$ cat config.mk
export PLATFORM = sky130hd
export DESIGN_NAME = occs_clock_select
export DESIGN_NICKNAME = d
export VERILOG_FILES = /design/src/hdl/occs_pkg.sv /design/src/hdl/occs_clock_select.sv /design/src/hdl/occs_div4.sv /design/src/hdl/occs_postscale.sv
export VERILOG_INCLUDE_DIRS = /design/src /design/src/hdl
export SDC_FILE = /design/constraint.sdc
export NUM_CORES = 1
export LEC_CHECK = 0
export BUFFER_PORTS_ARGS = -buffer_cell sky130_fd_sc_hd__buf_2
export CAP_MARGIN = 25
export CELL_PAD_IN_SITES_DETAIL_PLACEMENT = 1
export CELL_PAD_IN_SITES_GLOBAL_PLACEMENT = 1
export CORE_ASPECT_RATIO = 0.75
export CORE_UTILIZATION = 30
export DETAILED_ROUTE_END_ITERATION = 16
export HOLD_SLACK_MARGIN = 0.12
export PLACE_DENSITY_LB_ADDON = 0.1
export SETUP_SLACK_MARGIN = 0.4
export SYNTH_ARGS = -nofsm -noshare
export SYNTH_HDL_FRONTEND = slang
export SYNTH_SLANG_ARGS = --single-unit
$ cat constraint.sdc
create_clock -name pclk -period 1.85 [get_ports pclk]
set_input_delay 0.37 -clock pclk [delete_from_list [all_inputs] [get_ports pclk]]
set_output_delay 0.37 -clock pclk [all_outputs]
set_load 0.05 [all_outputs]
$ cat src/hdl/occs_defines.svh
// register map, field positions, reset values and pll limits for clock select
`ifndef OCCS_DEFINES_SVH
`define OCCS_DEFINES_SVH
// register byte offsets
`define OCCS_TRIM_OFS      12'h000
`define OCCS_CTRL_OFS      12'h004
`define OCCS_STAT_OFS      12'h008
// trim register fields
`define OCCS_TRIM_MSB      5
`define OCCS_TRIM_RST      6'h00
// control register fields
`define OCCS_FSEL_MSB      2
`define OCCS_FSEL_RST      3'h0
`define OCCS_PWRT_BIT      4
`define OCCS_FSCM_BIT      5
`define OCCS_WDT_BIT       6
`define OCCS_TSS_BIT       7
// status register fields
`define OCCS_ST_PLL_BIT    4
`define OCCS_ST_FAST_BIT   5
`define OCCS_ST_SLOW_BIT   6
`define OCCS_ST_OST_BIT    7
// internal_freq_select codes
`define OCCS_FSEL_SLOW     3'h0
`define OCCS_FSEL_FAST     3'h7
// pll multiplier and limits, kHz
`define OCCS_PLL_MULT      4
`define OCCS_PLL_IN_KHZ    10000
`define OCCS_PLL_OUT_KHZ   40000
`endif

$ cat src/hdl/occs_pkg.sv
// types shared by the clock select block
package occs_pkg;
    // oscillator modes; order gives the configuration code 0..9
    typedef enum logic [3:0] {
        low_power_crystal_mode,
        std_crystal_mode,
        high_speed_crystal_mode,
        high_speed_pll_mode,
        resistor_cap_osc_mode,
        resistor_cap_io_mode,
        internal_osc_clkout_mode,
        internal_osc_dual_io_mode,
        external_clock_mode,
        external_clock_io_mode
    } occs_mode_t;
    // system clock source
    typedef enum logic [1:0] {
        src_primary,
        src_fast_direct,
        src_fast_post,
        src_slow_direct
    } occs_src_t;
endpackage

$ cat src/hdl/occs_clock_select.sv
// oscillator mode decode, pin muxing, internal block select, trim register
//
// What this block does
// - mode taken from config field after reset
// - pll mode multiplies crystal by four
// - pll enabled only in pll mode
// - high-speed mode also accepts external clock
// - external clock modes skip start-up delay
// - external clock mode outputs fosc/4
// - external io mode frees out pin as bit6
// - rc mode outputs fosc/4 on out pin
// - rc io mode frees out pin as bit6
// - fast source 8 MHz, postscaled 125k-4M
// - fast source on for 125k-8M selections
// - slow source on for internal or features
// - freq select picks direct or postscaled source
// - select codes 111 fast, 000 slow
// - clkout mode: fosc/4 out, in pin bit7
// - dual io mode: both pins general io
// - slow settles eight cycles, fast 1 ms
// - no status for trim shift done
// - trim bits 7:6 read zero, reset zero
// - trim is signed step, zero is centre
`timescale 1ns/10ps
`include "occs_defines.svh"
module occs_clock_select
    import occs_pkg::*;
(
    // clock and reset
    input  wire logic        pclk,
    input  wire logic        presetn,
    // apb slave
    input  wire logic        psel,
    input  wire logic        penable,
    input  wire logic        pwrite,
    input  wire logic [11:0] paddr,
    input  wire logic [31:0] pwdata,
    output logic      [31:0] prdata,
    output logic             pready,
    output logic             pslverr,
    // non-volatile mode field
    input  wire logic [3:0]  osc_mode_config,
    // oscillator cycle pulses
    input  wire logic        primary_osc_tick,
    input  wire logic        fast_osc_tick,
    input  wire logic        slow_osc_tick,
    // oscillator controls
    output logic             pll_enable,
    output logic             osc_amp_enable,
    output logic             startup_timer_enable,
    output logic             fast_osc_enable,
    output logic             slow_osc_enable,
    output logic signed [5:0] osc_trim_value,
    output occs_src_t        sys_clk_src,
    output logic             sys_osc_tick,
    // primary_osc_in_pin
    input  wire logic        osc_in_pin_in,
    output logic             osc_in_pin_out,
    output logic             osc_in_pin_oe,
    // primary_osc_out_pin
    input  wire logic        osc_out_pin_in,
    output logic             osc_out_pin_out,
    output logic             osc_out_pin_oe,
    // general_io_port_a bits 6 and 7
    input  wire logic        port_a_bit6_out,
    input  wire logic        port_a_bit6_oe,
    output logic             port_a_bit6_in,
    input  wire logic        port_a_bit7_out,
    input  wire logic        port_a_bit7_oe,
    output logic             port_a_bit7_in
);
    // latched mode and load flag
    occs_mode_t  mode_q;
    logic        loaded_q;
    // software registers
    logic [5:0]  trim_q;      // trim_value
    logic [2:0]  fsel_q;      // internal_freq_select
    logic [3:0]  feat_q;      // pwrt, fscm, wdt, two-speed enables
    // registered outputs
    logic        pll_q;
    logic        ost_q;
    logic        fast_q;
    logic        slow_q;
    logic        amp_q;
    // derived decode
    logic        crystal_m;
    logic        ext_m;
    logic        rc_m;
    logic        int_m;
    logic        clkout_m;   // out pin carries fosc/4
    logic        gpio6_m;    // out pin is port bit 6
    logic        gpio7_m;    // in pin is port bit 7
    logic        post_tick;
    logic        int_tick;
    logic        clk_div4;
    occs_mode_t  cfg_mode;
    // apb decode
    logic        wr_en;
    logic        rd_en;
    logic        hit_trim;
    logic        hit_ctrl;
    logic        hit_stat;
    logic        hit_any;
    logic [31:0] rd_data;

    // unused codes 10..15 fall back to code 0, as an erased field would
    // rather than leave the chip with no clock at all
    assign cfg_mode = (osc_mode_config > 4'h9) ? low_power_crystal_mode
                    : occs_mode_t'(osc_mode_config);

    // strap pins may move later; only a reset takes them again
    // mode caught once, first edge after reset release; never again
    always_ff @(posedge pclk or negedge presetn) begin
        if (!presetn) begin
            mode_q   <= low_power_crystal_mode;
            loaded_q <= 1'b0;
        end else if (!loaded_q) begin
            mode_q   <= cfg_mode;
            loaded_q <= 1'b1;
        end
    end

    // mode families
    assign crystal_m = (mode_q == low_power_crystal_mode)
                    || (mode_q == std_crystal_mode)
                    || (mode_q == high_speed_crystal_mode)
                    || (mode_q == high_speed_pll_mode);
    assign ext_m     = (mode_q == external_clock_mode)
                    || (mode_q == external_clock_io_mode);
    assign rc_m      = (mode_q == resistor_cap_osc_mode)
                    || (mode_q == resistor_cap_io_mode);
    assign int_m     = (mode_q == internal_osc_clkout_mode)
                    || (mode_q == internal_osc_dual_io_mode);

    // pin roles per mode
    // crystal modes give both pins to the amplifier
    // the in pin stays an input outside internal modes
    assign clkout_m = (mode_q == external_clock_mode)
                   || (mode_q == resistor_cap_osc_mode)
                   || (mode_q == internal_osc_clkout_mode);
    assign gpio6_m  = (mode_q == external_clock_io_mode)
                   || (mode_q == resistor_cap_io_mode)
                   || (mode_q == internal_osc_dual_io_mode);
    assign gpio7_m  = int_m;

    // internal source choice from the select code
    // outside internal modes the primary pulse is the clock
    assign sys_clk_src = !int_m ? src_primary
        : (fsel_q == `OCCS_FSEL_FAST) ? src_fast_direct
        : (fsel_q == `OCCS_FSEL_SLOW) ? src_slow_direct
        : src_fast_post;

    // postscaler on the 8 MHz source
    // runs in every mode; its pulse is only used internally
    occs_postscale u_post (
        .pclk     (pclk),
        .presetn  (presetn),
        .src_tick (fast_osc_tick),
        .fsel     (fsel_q),
        .out_tick (post_tick)
    );

    // internal block output; a select change takes effect at once
    // no glitch guard: a select write may cut one period short
    assign int_tick = (sys_clk_src == src_fast_direct) ? fast_osc_tick
                    : (sys_clk_src == src_slow_direct) ? slow_osc_tick
                    : post_tick;

    // system oscillator pulse; in pll mode the pll output arrives here
    assign sys_osc_tick = int_m ? int_tick : primary_osc_tick;

    // fosc/4 on the out pin
    // counts whichever pulse is the system clock
    occs_div4 u_div4 (
        .pclk     (pclk),
        .presetn  (presetn),
        .osc_tick (sys_osc_tick),
        .clk_div4 (clk_div4)
    );

    // oscillator enables, registered for glitch-free control lines
    // all stay low until the mode has been latched
    always_ff @(posedge pclk or negedge presetn) begin
        if (!presetn) begin
            pll_q  <= 1'b0;
            ost_q  <= 1'b0;
            fast_q <= 1'b0;
            slow_q <= 1'b0;
            amp_q  <= 1'b0;
        end else begin
            pll_q  <= loaded_q && (mode_q == high_speed_pll_mode);
            ost_q  <= loaded_q && crystal_m;
            fast_q <= loaded_q && int_m
                   && (fsel_q != `OCCS_FSEL_SLOW);
            // slow source runs whenever the internal block is the clock
            slow_q <= loaded_q && (int_m || (|feat_q));
            amp_q  <= loaded_q && crystal_m;
        end
    end

    assign pll_enable           = pll_q;
    assign startup_timer_enable = ost_q;
    assign fast_osc_enable      = fast_q;
    assign slow_osc_enable      = slow_q;
    // the amplifier input also takes a driven clock in high-speed mode
    assign osc_amp_enable       = amp_q;

    // the analog side reads trim as a two's-complement step
    // trim goes straight to both oscillators; they drift to the new
    // frequency by themselves while code runs, nothing here waits
    assign osc_trim_value = $signed(trim_q);

    // out pin: fosc/4, port bit 6, or left to the crystal
    // in crystal modes oe stays low so the amplifier owns the pin
    assign osc_out_pin_out = clkout_m ? clk_div4 : port_a_bit6_out;
    assign osc_out_pin_oe  = clkout_m ? 1'b1
                           : (gpio6_m && port_a_bit6_oe);
    // in pin: port bit 7 in internal modes, else never driven
    assign osc_in_pin_out  = gpio7_m && port_a_bit7_out;
    assign osc_in_pin_oe   = gpio7_m && port_a_bit7_oe;
    // port reads see the pin only when the pin is general io
    assign port_a_bit6_in  = gpio6_m && osc_out_pin_in;
    assign port_a_bit7_in  = gpio7_m && osc_in_pin_in;

    // apb decode; every access finishes in its first access cycle
    // the address is matched in full, no aliasing
    assign wr_en    = psel && penable && pwrite;
    assign rd_en    = psel && !pwrite;
    assign hit_trim = (paddr == `OCCS_TRIM_OFS);
    assign hit_ctrl = (paddr == `OCCS_CTRL_OFS);
    assign hit_stat = (paddr == `OCCS_STAT_OFS);
    assign hit_any  = hit_trim || hit_ctrl || hit_stat;
    // no wait states: every register is a plain flop
    assign pready   = 1'b1;
    // writes to status are refused like unmapped addresses
    assign pslverr  = psel && penable
                   && (!hit_any || (hit_stat && pwrite));

    // read mux; reserved bits read zero
    // status shows the latched mode, not the strap pins
    assign rd_data = hit_trim ? {26'h0, trim_q}
        : hit_ctrl ? {24'h0, feat_q, 1'b0, fsel_q}
        : hit_stat ? {24'h0, ost_q, slow_q, fast_q, pll_q, 4'(mode_q)}
        : 32'h0000_0000;

    // software registers; status holds no trim-done flag
    // control bit 3 is not stored and reads zero
    always_ff @(posedge pclk or negedge presetn) begin
        if (!presetn) begin
            trim_q <= `OCCS_TRIM_RST;
            fsel_q <= `OCCS_FSEL_RST;
            feat_q <= 4'h0;
        end else if (wr_en && hit_trim) begin
            trim_q <= pwdata[`OCCS_TRIM_MSB:0];
        end else if (wr_en && hit_ctrl) begin
            fsel_q <= pwdata[`OCCS_FSEL_MSB:0];
            feat_q <= pwdata[`OCCS_TSS_BIT:`OCCS_PWRT_BIT];
        end
    end

    // read data captured in the setup cycle, valid in the access cycle
    // this is what lets the access phase end at once
    always_ff @(posedge pclk or negedge presetn) begin
        if (!presetn) begin
            prdata <= 32'h0000_0000;
        end else if (rd_en && !penable) begin
            prdata <= rd_data;
        end
    end
endmodule

$ cat src/hdl/occs_div4.sv
// free-running divide-by-four of the oscillator, 50% duty
`timescale 1ns/10ps
module occs_div4 (
    // clock and reset
    input  wire logic pclk,
    input  wire logic presetn,
    // oscillator cycle pulse
    input  wire logic osc_tick,
    // divided clock
    output logic      clk_div4
);
    logic [1:0] cnt_q; // two-bit phase counter

    // msb of a two-bit counter is high two ticks of four
    always_ff @(posedge pclk or negedge presetn) begin
        if (!presetn) begin
            cnt_q <= 2'h0;
        end else if (osc_tick) begin
            cnt_q <= cnt_q + 2'h1;
        end
    end

    assign clk_div4 = cnt_q[1];
endmodule

$ cat src/hdl/occs_postscale.sv
// postscaler: divides fast oscillator pulses by 2 to 64
`timescale 1ns/10ps
module occs_postscale (
    // clock and reset
    input  wire logic       pclk,
    input  wire logic       presetn,
    // fast oscillator cycle pulse
    input  wire logic       src_tick,
    // frequency select code 1..6
    input  wire logic [2:0] fsel,
    // divided cycle pulse
    output logic            out_tick
);
    logic [5:0] cnt_q;   // pulse counter
    logic       tick_q;  // registered output pulse
    logic [5:0] last;    // terminal count for this code
    logic       wrap;

    // code 6 halves, code 1 divides by 64
    assign last = 6'((7'h01 << (3'h7 - fsel)) - 7'h01);
    assign wrap = src_tick && (cnt_q >= last);

    // a code change restarts cleanly since >= catches overshoot
    always_ff @(posedge pclk or negedge presetn) begin
        if (!presetn) begin
            cnt_q  <= 6'h00;
            tick_q <= 1'b0;
        end else begin
            tick_q <= wrap;
            if (wrap) begin
                cnt_q <= 6'h00;
            end else if (src_tick) begin
                cnt_q <= cnt_q + 6'h01;
            end
        end
    end

    assign out_tick = tick_q;
endmodule

* Word-level counts from Yosys, hierarchy flattened
Index checks and enable logic that the tools add are counted.
** Word-level totals
- Word-level logic and storage cells :: 90
- Output and inout bits :: 54
- Flip-flop bits (word level) :: 63
** Cells by class
- Shifts and indexed selects :: 1
- Equal/unequal tests :: 14
- Bitwise gates (word level) :: 1
- $lt $le $gt $ge :: 2
- Reduce and logical (&&, ||, !) cells :: 41
- Multiplexer cells :: 14
- Add/subtract/negate cells :: 4
** Operators by type and width (number)
- 2-to-1 mux 8 bit :: 3
- logical AND 1 bit :: 19
- == test 4 x 3 -> 1 bit, second input constant :: 4
- == test 12 x 3 -> 1 bit, second input constant :: 1
- == test 12 x 4 -> 1 bit, second input constant :: 1
- zero test 12 bit :: 1
- logical OR 1 bit :: 12
- 2-to-1 mux 6 bit :: 2
- == test 4 x 2 -> 1 bit, second input constant :: 2
- == test 4 bit, second input constant :: 2
- adder 6 x 1 -> 6 bit, second input constant :: 1
- greater-or-equal comparator 6 bit :: 1
- 2-to-1 mux 1 bit :: 6
- left shift 1 x 3 -> 6 bit, first input constant :: 1
- subtractor 6 x 1 -> 6 bit, second input constant :: 1
- == test 4 x 1 -> 1 bit, second input constant :: 1
- > comparator 4 bit, second input constant :: 1
- zero test 4 bit :: 1
- 2-to-1 mux 2 bit :: 2
- 2-to-1 mux 4 bit :: 1
- OR reduction 4 bit :: 1
- == test 3 bit, second input constant :: 1
- zero test 1 bit :: 3
- zero test 3 bit :: 1
- other kinds (8) :: 8

* Longest topological paths before layout
- Word-level depth :: 8
- Mapped depth :: 8
- Gate-level depth less buffers :: 7

* Modules after synthesis
From an unflattened synthesis, not the netlist that was laid out.
** Second synthesis, totals
- Cell total of the unflattened synthesis :: 222
- Area, all modules :: 2364.8 sq um
** By module, submodules not included
- occs_clock_select :: cells each 165, sequential area each 750.7 sq um, instances 1, area an instance 1746.7 sq um
- occs_postscale :: cells each 52, sequential area each 175.2 sq um, instances 1, area an instance 546.8 sq um
- occs_div4 :: cells each 5, sequential area each 50.0 sq um, instances 1, area an instance 71.3 sq um

* Worst setup path after synthesis
No wires, ideal clock.
- Kind :: register -> register
- From :: register fsel_q[2]
- To :: register u_div4.cnt_q[1]
- Period minus slack after synthesis :: 2.269 ns
- Slack :: -0.419 ns
- Buffers on the path :: 1
- Data arrival time :: 2.146 ns
- Cell stages (with the launch flop) :: 7
- Cells stage by stage :: dfrtp_1 clkbuf_1 and3_1 o21ai_0 a31oi_1 nand2_1 xnor2_1
** Between the ends
- Word-level cells in the longest chain between the ends :: 8
** Ends and longest elaborated chain
- start: declaration :: line occs_clock_select.sv:77 : logic [2:0] fsel_q;
- start signal: assignment :: line occs_clock_select.sv:251 : fsel_q <= `OCCS_FSEL_RST;
- start signal: assignment :: line occs_clock_select.sv:256 : fsel_q <= pwdata[`OCCS_FSEL_MSB:0];
- zero test 3 bit (no source line)
- 2-to-1 mux 1 bit :: line occs_clock_select.sv:150 : : (fsel_q == `OCCS_FSEL_SLOW) ? src_slow_direct
- 2-to-1 mux 2 bit (*) :: line occs_clock_select.sv:149 : : (fsel_q == `OCCS_FSEL_FAST) ? src_fast_direct
- 2-to-1 mux 2 bit (*) :: line occs_clock_select.sv:148 : assign sys_clk_src = !int_m ? src_primary
- == test 2 bit :: line occs_clock_select.sv:166 : : (sys_clk_src == src_slow_direct) ? slow_osc_tick
- 2-to-1 mux 1 bit :: line occs_clock_select.sv:166
- 2-to-1 mux 1 bit (*) :: line occs_clock_select.sv:165 : assign int_tick = (sys_clk_src == src_fast_direct) ? fast_osc_tick
- 2-to-1 mux 1 bit (*) :: line occs_clock_select.sv:170 : assign sys_osc_tick = int_m ? int_tick : primary_osc_tick;
- net sys_osc_tick :: line occs_clock_select.sv:55 : output logic sys_osc_tick,
- end signal: assignment :: line occs_div4.sv:19 : cnt_q <= cnt_q + 2'h1;
- end: declaration :: line occs_div4.sv:12 : logic [1:0] cnt_q;
Mark *: on every way through the listed nets, which the timed path passes. The rest lies on a longest branch.
A chain may end at the register's enable or synchronous reset.

* Worst setup path after layout
- From :: register fsel_q[2]
- To :: output port sys_osc_tick
** Between the ends
- Word-level cells in the longest chain between the ends :: 8
** Ends and longest elaborated chain (line)
- zero test 3 bit (no source line)
- 2-to-1 mux 1 bit :: occs_clock_select.sv:150
- 2-to-1 mux 2 bit (*) :: occs_clock_select.sv:149
- 2-to-1 mux 2 bit (*) :: occs_clock_select.sv:148
- == test 2 bit :: occs_clock_select.sv:166
- 2-to-1 mux 1 bit :: occs_clock_select.sv:166
- 2-to-1 mux 1 bit (*) :: occs_clock_select.sv:165
- 2-to-1 mux 1 bit (*) :: occs_clock_select.sv:170
- end: declaration :: occs_clock_select.sv:55
Mark *: on every way between the ends. The rest lies on a longest branch, timed or not.

==> results.txt <==
----------------------------------------------------
[Finish]
  Number of standard cells in the final layout excluding fillers ... 416
  Antenna Cells ... 0
  Register Area ... 979.7 µm²
  Synth-to-layout area growth ... 57.98%
  Area occupied by multi-input gates ... 1448 µm²
  Final net count ... 386
  Layout cells sized above 1 ... 56.29%
  Filler Cells Inserted ... 805

[Run]
  Total of max-cap violations ... 0

[Power and ir drop]
  PwrDens ... 745.5 nW/µm²
  Leak Pwr ... 1.716 nW
  Worst IR Drop VDD ... 421.4 µV
  Post-layout total power ... 2.595 mW

[Synth]
  Cell taking the most area after synthesis ... sky130_fd_sc_hd__dfrtp_1
  Post-synth top cells ... 39 x sky130_fd_sc_hd__dfrtp_1, 26 x sky130_fd_sc_hd__buf_4, 20 x sky130_fd_sc_hd__mux2_2, 16 x sky130_fd_sc_hd__nand2_1, 10 x sky130_fd_sc_hd__nor2_1
  EDFF count, synth ... 0
  Synth Flop Type ... sky130_fd_sc_hd__dfrtp_1
  Syn. warnings ... 0
  Library cell with the highest instance count after synthesis ... sky130_fd_sc_hd__dfrtp_1
  Mean instance size in the synthesized netlist ... 10.30 µm²
  Share of async-settable or async-resettable flops after synthesis ... 100.0%
  Post-synthesis sequential area ratio ... 44.29%
  Synth area leaders ... sky130_fd_sc_hd__dfrtp_1 44%, sky130_fd_sc_hd__mux2_2 10%, sky130_fd_sc_hd__buf_4 8.9%, sky130_fd_sc_hd__ha_1 4.0%, sky130_fd_sc_hd__nand2_1 2.7%
  Cell area after synthesis ... 2203 µm²
  Synth Register Bits ... 39
  Post-synth top area share ... 44.29%
  Gate count of the mapped netlist ... 214
  Unique cell type count in the Yosys netlist ... 44

[Floorplan]
  Y dimension of the die ... 76.22 µm
  Placement row count ... 26
  Initial core utilization ... 31.65%
  Count of pins on the block boundary ... 116
  Standard cell core area ... 6962 µm²
  Die area ... 7695 µm²
  Horiz. Die Dim ... 101.0 µm

[Timing]
  Final Hold Violating Endpoints ... 0
  Final number of max-transition violations ... 0
  Achievable clock frequency ... 506.5 MHz
  Setup TNS ... -1.053 ns
  Post-layout minimum cycle time ... 1.974 ns
  Final critical-path share of the clock period ... 106.7%
  Final setup viols ... 16
  Worst clock skew ... 0.003631 ns
  Final Worst Setup Slack ... -0.1242 ns
  Unrepaired setup endpoints after global routing ... true

[Worst setup path]
  Required time of the worst setup path ... 1.48 ns
  CP top delay family ... flip-flops
  Crit path top cell by count ... sky130_fd_sc_hd__buf_6
  List of cells traversed by the critical path ... buf_6 -> or2_4 -> a32oi_4 -> a31oi_4 -> buf_6
  Combined buffer and inverter count along the critical path ... 2
  Critical Setup Path Class ... reg -> out
  Master of the slowest instance on the critical path ... sky130_fd_sc_hd__dfrtp_2
  Peak per-stage delay on the critical path ... 0.45 ns
  CP max FO ... 4
  Type of destination of the critical path ... primary output
  Worst EP arrival ... 1.60 ns
  Critical path startpoint category ... flip-flop

[Hold path]
  Worst min-delay path category ... in -> reg

[Routing]
  Post-detailed-route count of antenna-violating nets ... 0
  Final routed wirelength across all metal layers ... 6544 µm
  Average wire length per cell after detail routing ... 15.73 µm
  Drt first pass iters ... 3
  Total number of vias ... 1,895
  Drt drc ... 0
  Vias per cell ... 4.555
  Starting DRT DRC Count ... 55

[Clock network]
  Number of levels the H-tree was split into ... 2
  Number of buffers added by the clock tree synthesis step ... 5
  Clock-pin slew reported for the worst setup and hold paths after clock tree synthesis ... 0.08 ns
  CTS Buffer Depth ... 2
  Latest clock arrival within the worst-skew pair ... 0.29 ns
  Clock tree from TritonCTS ... built
  Cell at the root of the clock tree ... sky130_fd_sc_hd__clkbuf_8
  Number of clock sinks ... 39

[Global route]
  Wire length of the first global-routing pass ... 10,550 µm
  Antenna violations before repair ... 0
  Overall Global Routing Usage ... 17.81%
  GR Overflow Total ... 0
  Number of global-route vias before repair ... 1,992
  Maximum number of pins on one net before global-route repair ... 23

[Run status]
  Violated checks ... setup timing
  Result of the run ... complete, but fails checks

[Place]
  Worst setup slack before clock tree synthesis ... -0.3678 ns
  Routability cong. ... 0.7204
  PortBufs ... 66
  Number of cells after detailed placement ... 395
  Detailed placement HPWL ... 4647 µm

----------------------------------------------------
[metrics by stage]
stage / utilization (%) / hold WS (ns) / instance area [µm²]
final: 50.00 / 0.3192 / 3481
after global routing: 50.00 / 0.3190 / 3481
after CTS: 48.63 / 0.3139 / 3386
after detailed placement: 41.73 / 0.3455 / 2905
after global placement: 41.73 / 0.3477 / 2905
after floorplan: - / 0.07441 / 2500
[cells in the final DEF, fill, tap and decap left out, types with 6 or more instances in the layout]
cell type	Yosys	routed
sky130_fd_sc_hd__o21ai_0	9	6
sky130_fd_sc_hd__buf_2	0	55
sky130_fd_sc_hd__mux2_4	0	14
sky130_fd_sc_hd__buf_6	0	19
sky130_fd_sc_hd__conb_1	2	26
sky130_fd_sc_hd__buf_4	26	21
sky130_fd_sc_hd__mux2_2	20	6
sky130_fd_sc_hd__dfrtp_1	39	36
sky130_fd_sc_hd__buf_8	0	6
sky130_fd_sc_hd__nor2_1	10	7
sky130_fd_sc_hd__nand2_1	16	15
[final cells by class]
type | instances | share of cell area, %
Clock buffer | 6 | 2.085
Inverter | 3 | 0.3235
Sequential cell | 39 | 28.15
Timing Repair Buffer | 104 | 22.61
Tap cell | 98 | 3.523
Multi-Input combinational cell | 164 | 41.59
Clock inverter | 2 | 1.725
[worst register-to-register path: stages, from the launching register on]
cell and delay (ns):
sky130_fd_sc_hd__dfrtp_2 0.45, sky130_fd_sc_hd__buf_4 0.16, sky130_fd_sc_hd__a21o_1 0.18, sky130_fd_sc_hd__ha_4 0.22, sky130_fd_sc_hd__a21o_1 0.16, sky130_fd_sc_hd__a21oi_2 0.17
sky130_fd_sc_hd__o21ai_4 0.11, sky130_fd_sc_hd__or3_4 0.34, sky130_fd_sc_hd__o21ai_2 0.06
[path summary, 6_finish.rpt]
kind,from,to,slack (ns),depth (start not counted)
min in group asynchronous,presetn,u_post.cnt_q[1],0.56,2
hold reg to reg,prdata[6],prdata[6],0.51,2
setup reg to reg,fsel_q[2],u_post.cnt_q[0],-0.08,8
setup / recovery,fsel_q[2],sys_osc_tick,-0.12,5
hold / removal,osc_mode_config[0],mode_q[0],0.32,3
max in group asynchronous,presetn,mode_q[3],0.80,3
[sequential cells by signal, summed over array words and instances, names as in the netlist, 2 cells and up]
signal	count
feat_q	4
fsel_q	3
mode_q	4
u_post.cnt_q	6
osc_trim_value	6
u_div4.cnt_q	2
prdata	8
[kinds of logic (layout without fill, tap and decap cells)]
| group | after synthesis | count (layout) | synth area share, % |
|---|---|---|---|
| adder cells (fa/ha/maj) | 7 | 7 | 3.975 |
| AO/OA/AOI/OAI | 37 | 37 | 11.53 |
| other | 2 | 26 | 0.3408 |
| multiplexers | 20 | 20 | 10.22 |
| flip-flops | 39 | 39 | 44.29 |
| XOR/XNOR | 4 | 4 | 1.590 |
| AND/OR/NAND/NOR | 70 | 70 | 17.66 |
| buffers and inverters | 35 | 115 | 10.39 |
[power breakdown]
group	switching, mW	total (mW)	internal (mW)
registers	0.124	1.06	0.935
logic	0.399	0.681	0.282
clock network	0.315	0.854	0.540
total	0.838	2.59	1.76
[repair_timing]
action | 4_1_cts | 5_1_grt
buffers inserted | 11 | 1
resized for setup | 62 | 16
endpoints found under the setup margin | 38 | 40
hold buffers | 1 | 0
pin swaps | 17 | 4
hold endpoints to repair | 17 | 0
[layer usage]
| layer | vias to the layer above | global-route usage (%) | share of wire, % |
|---|---|---|---|
| li1 | 908 | - | - |
| met1 | 931 | 25.01 | 49 |
| met2 | 51 | 27.74 | 46 |
| met3 | 5 | 4.220 | 4.6 |
| met4 | 0 | 3.913 | 0.81 |
| met5 | - | 0 | 0 |
Note: power is estimated with default switching activity, not from simulation.
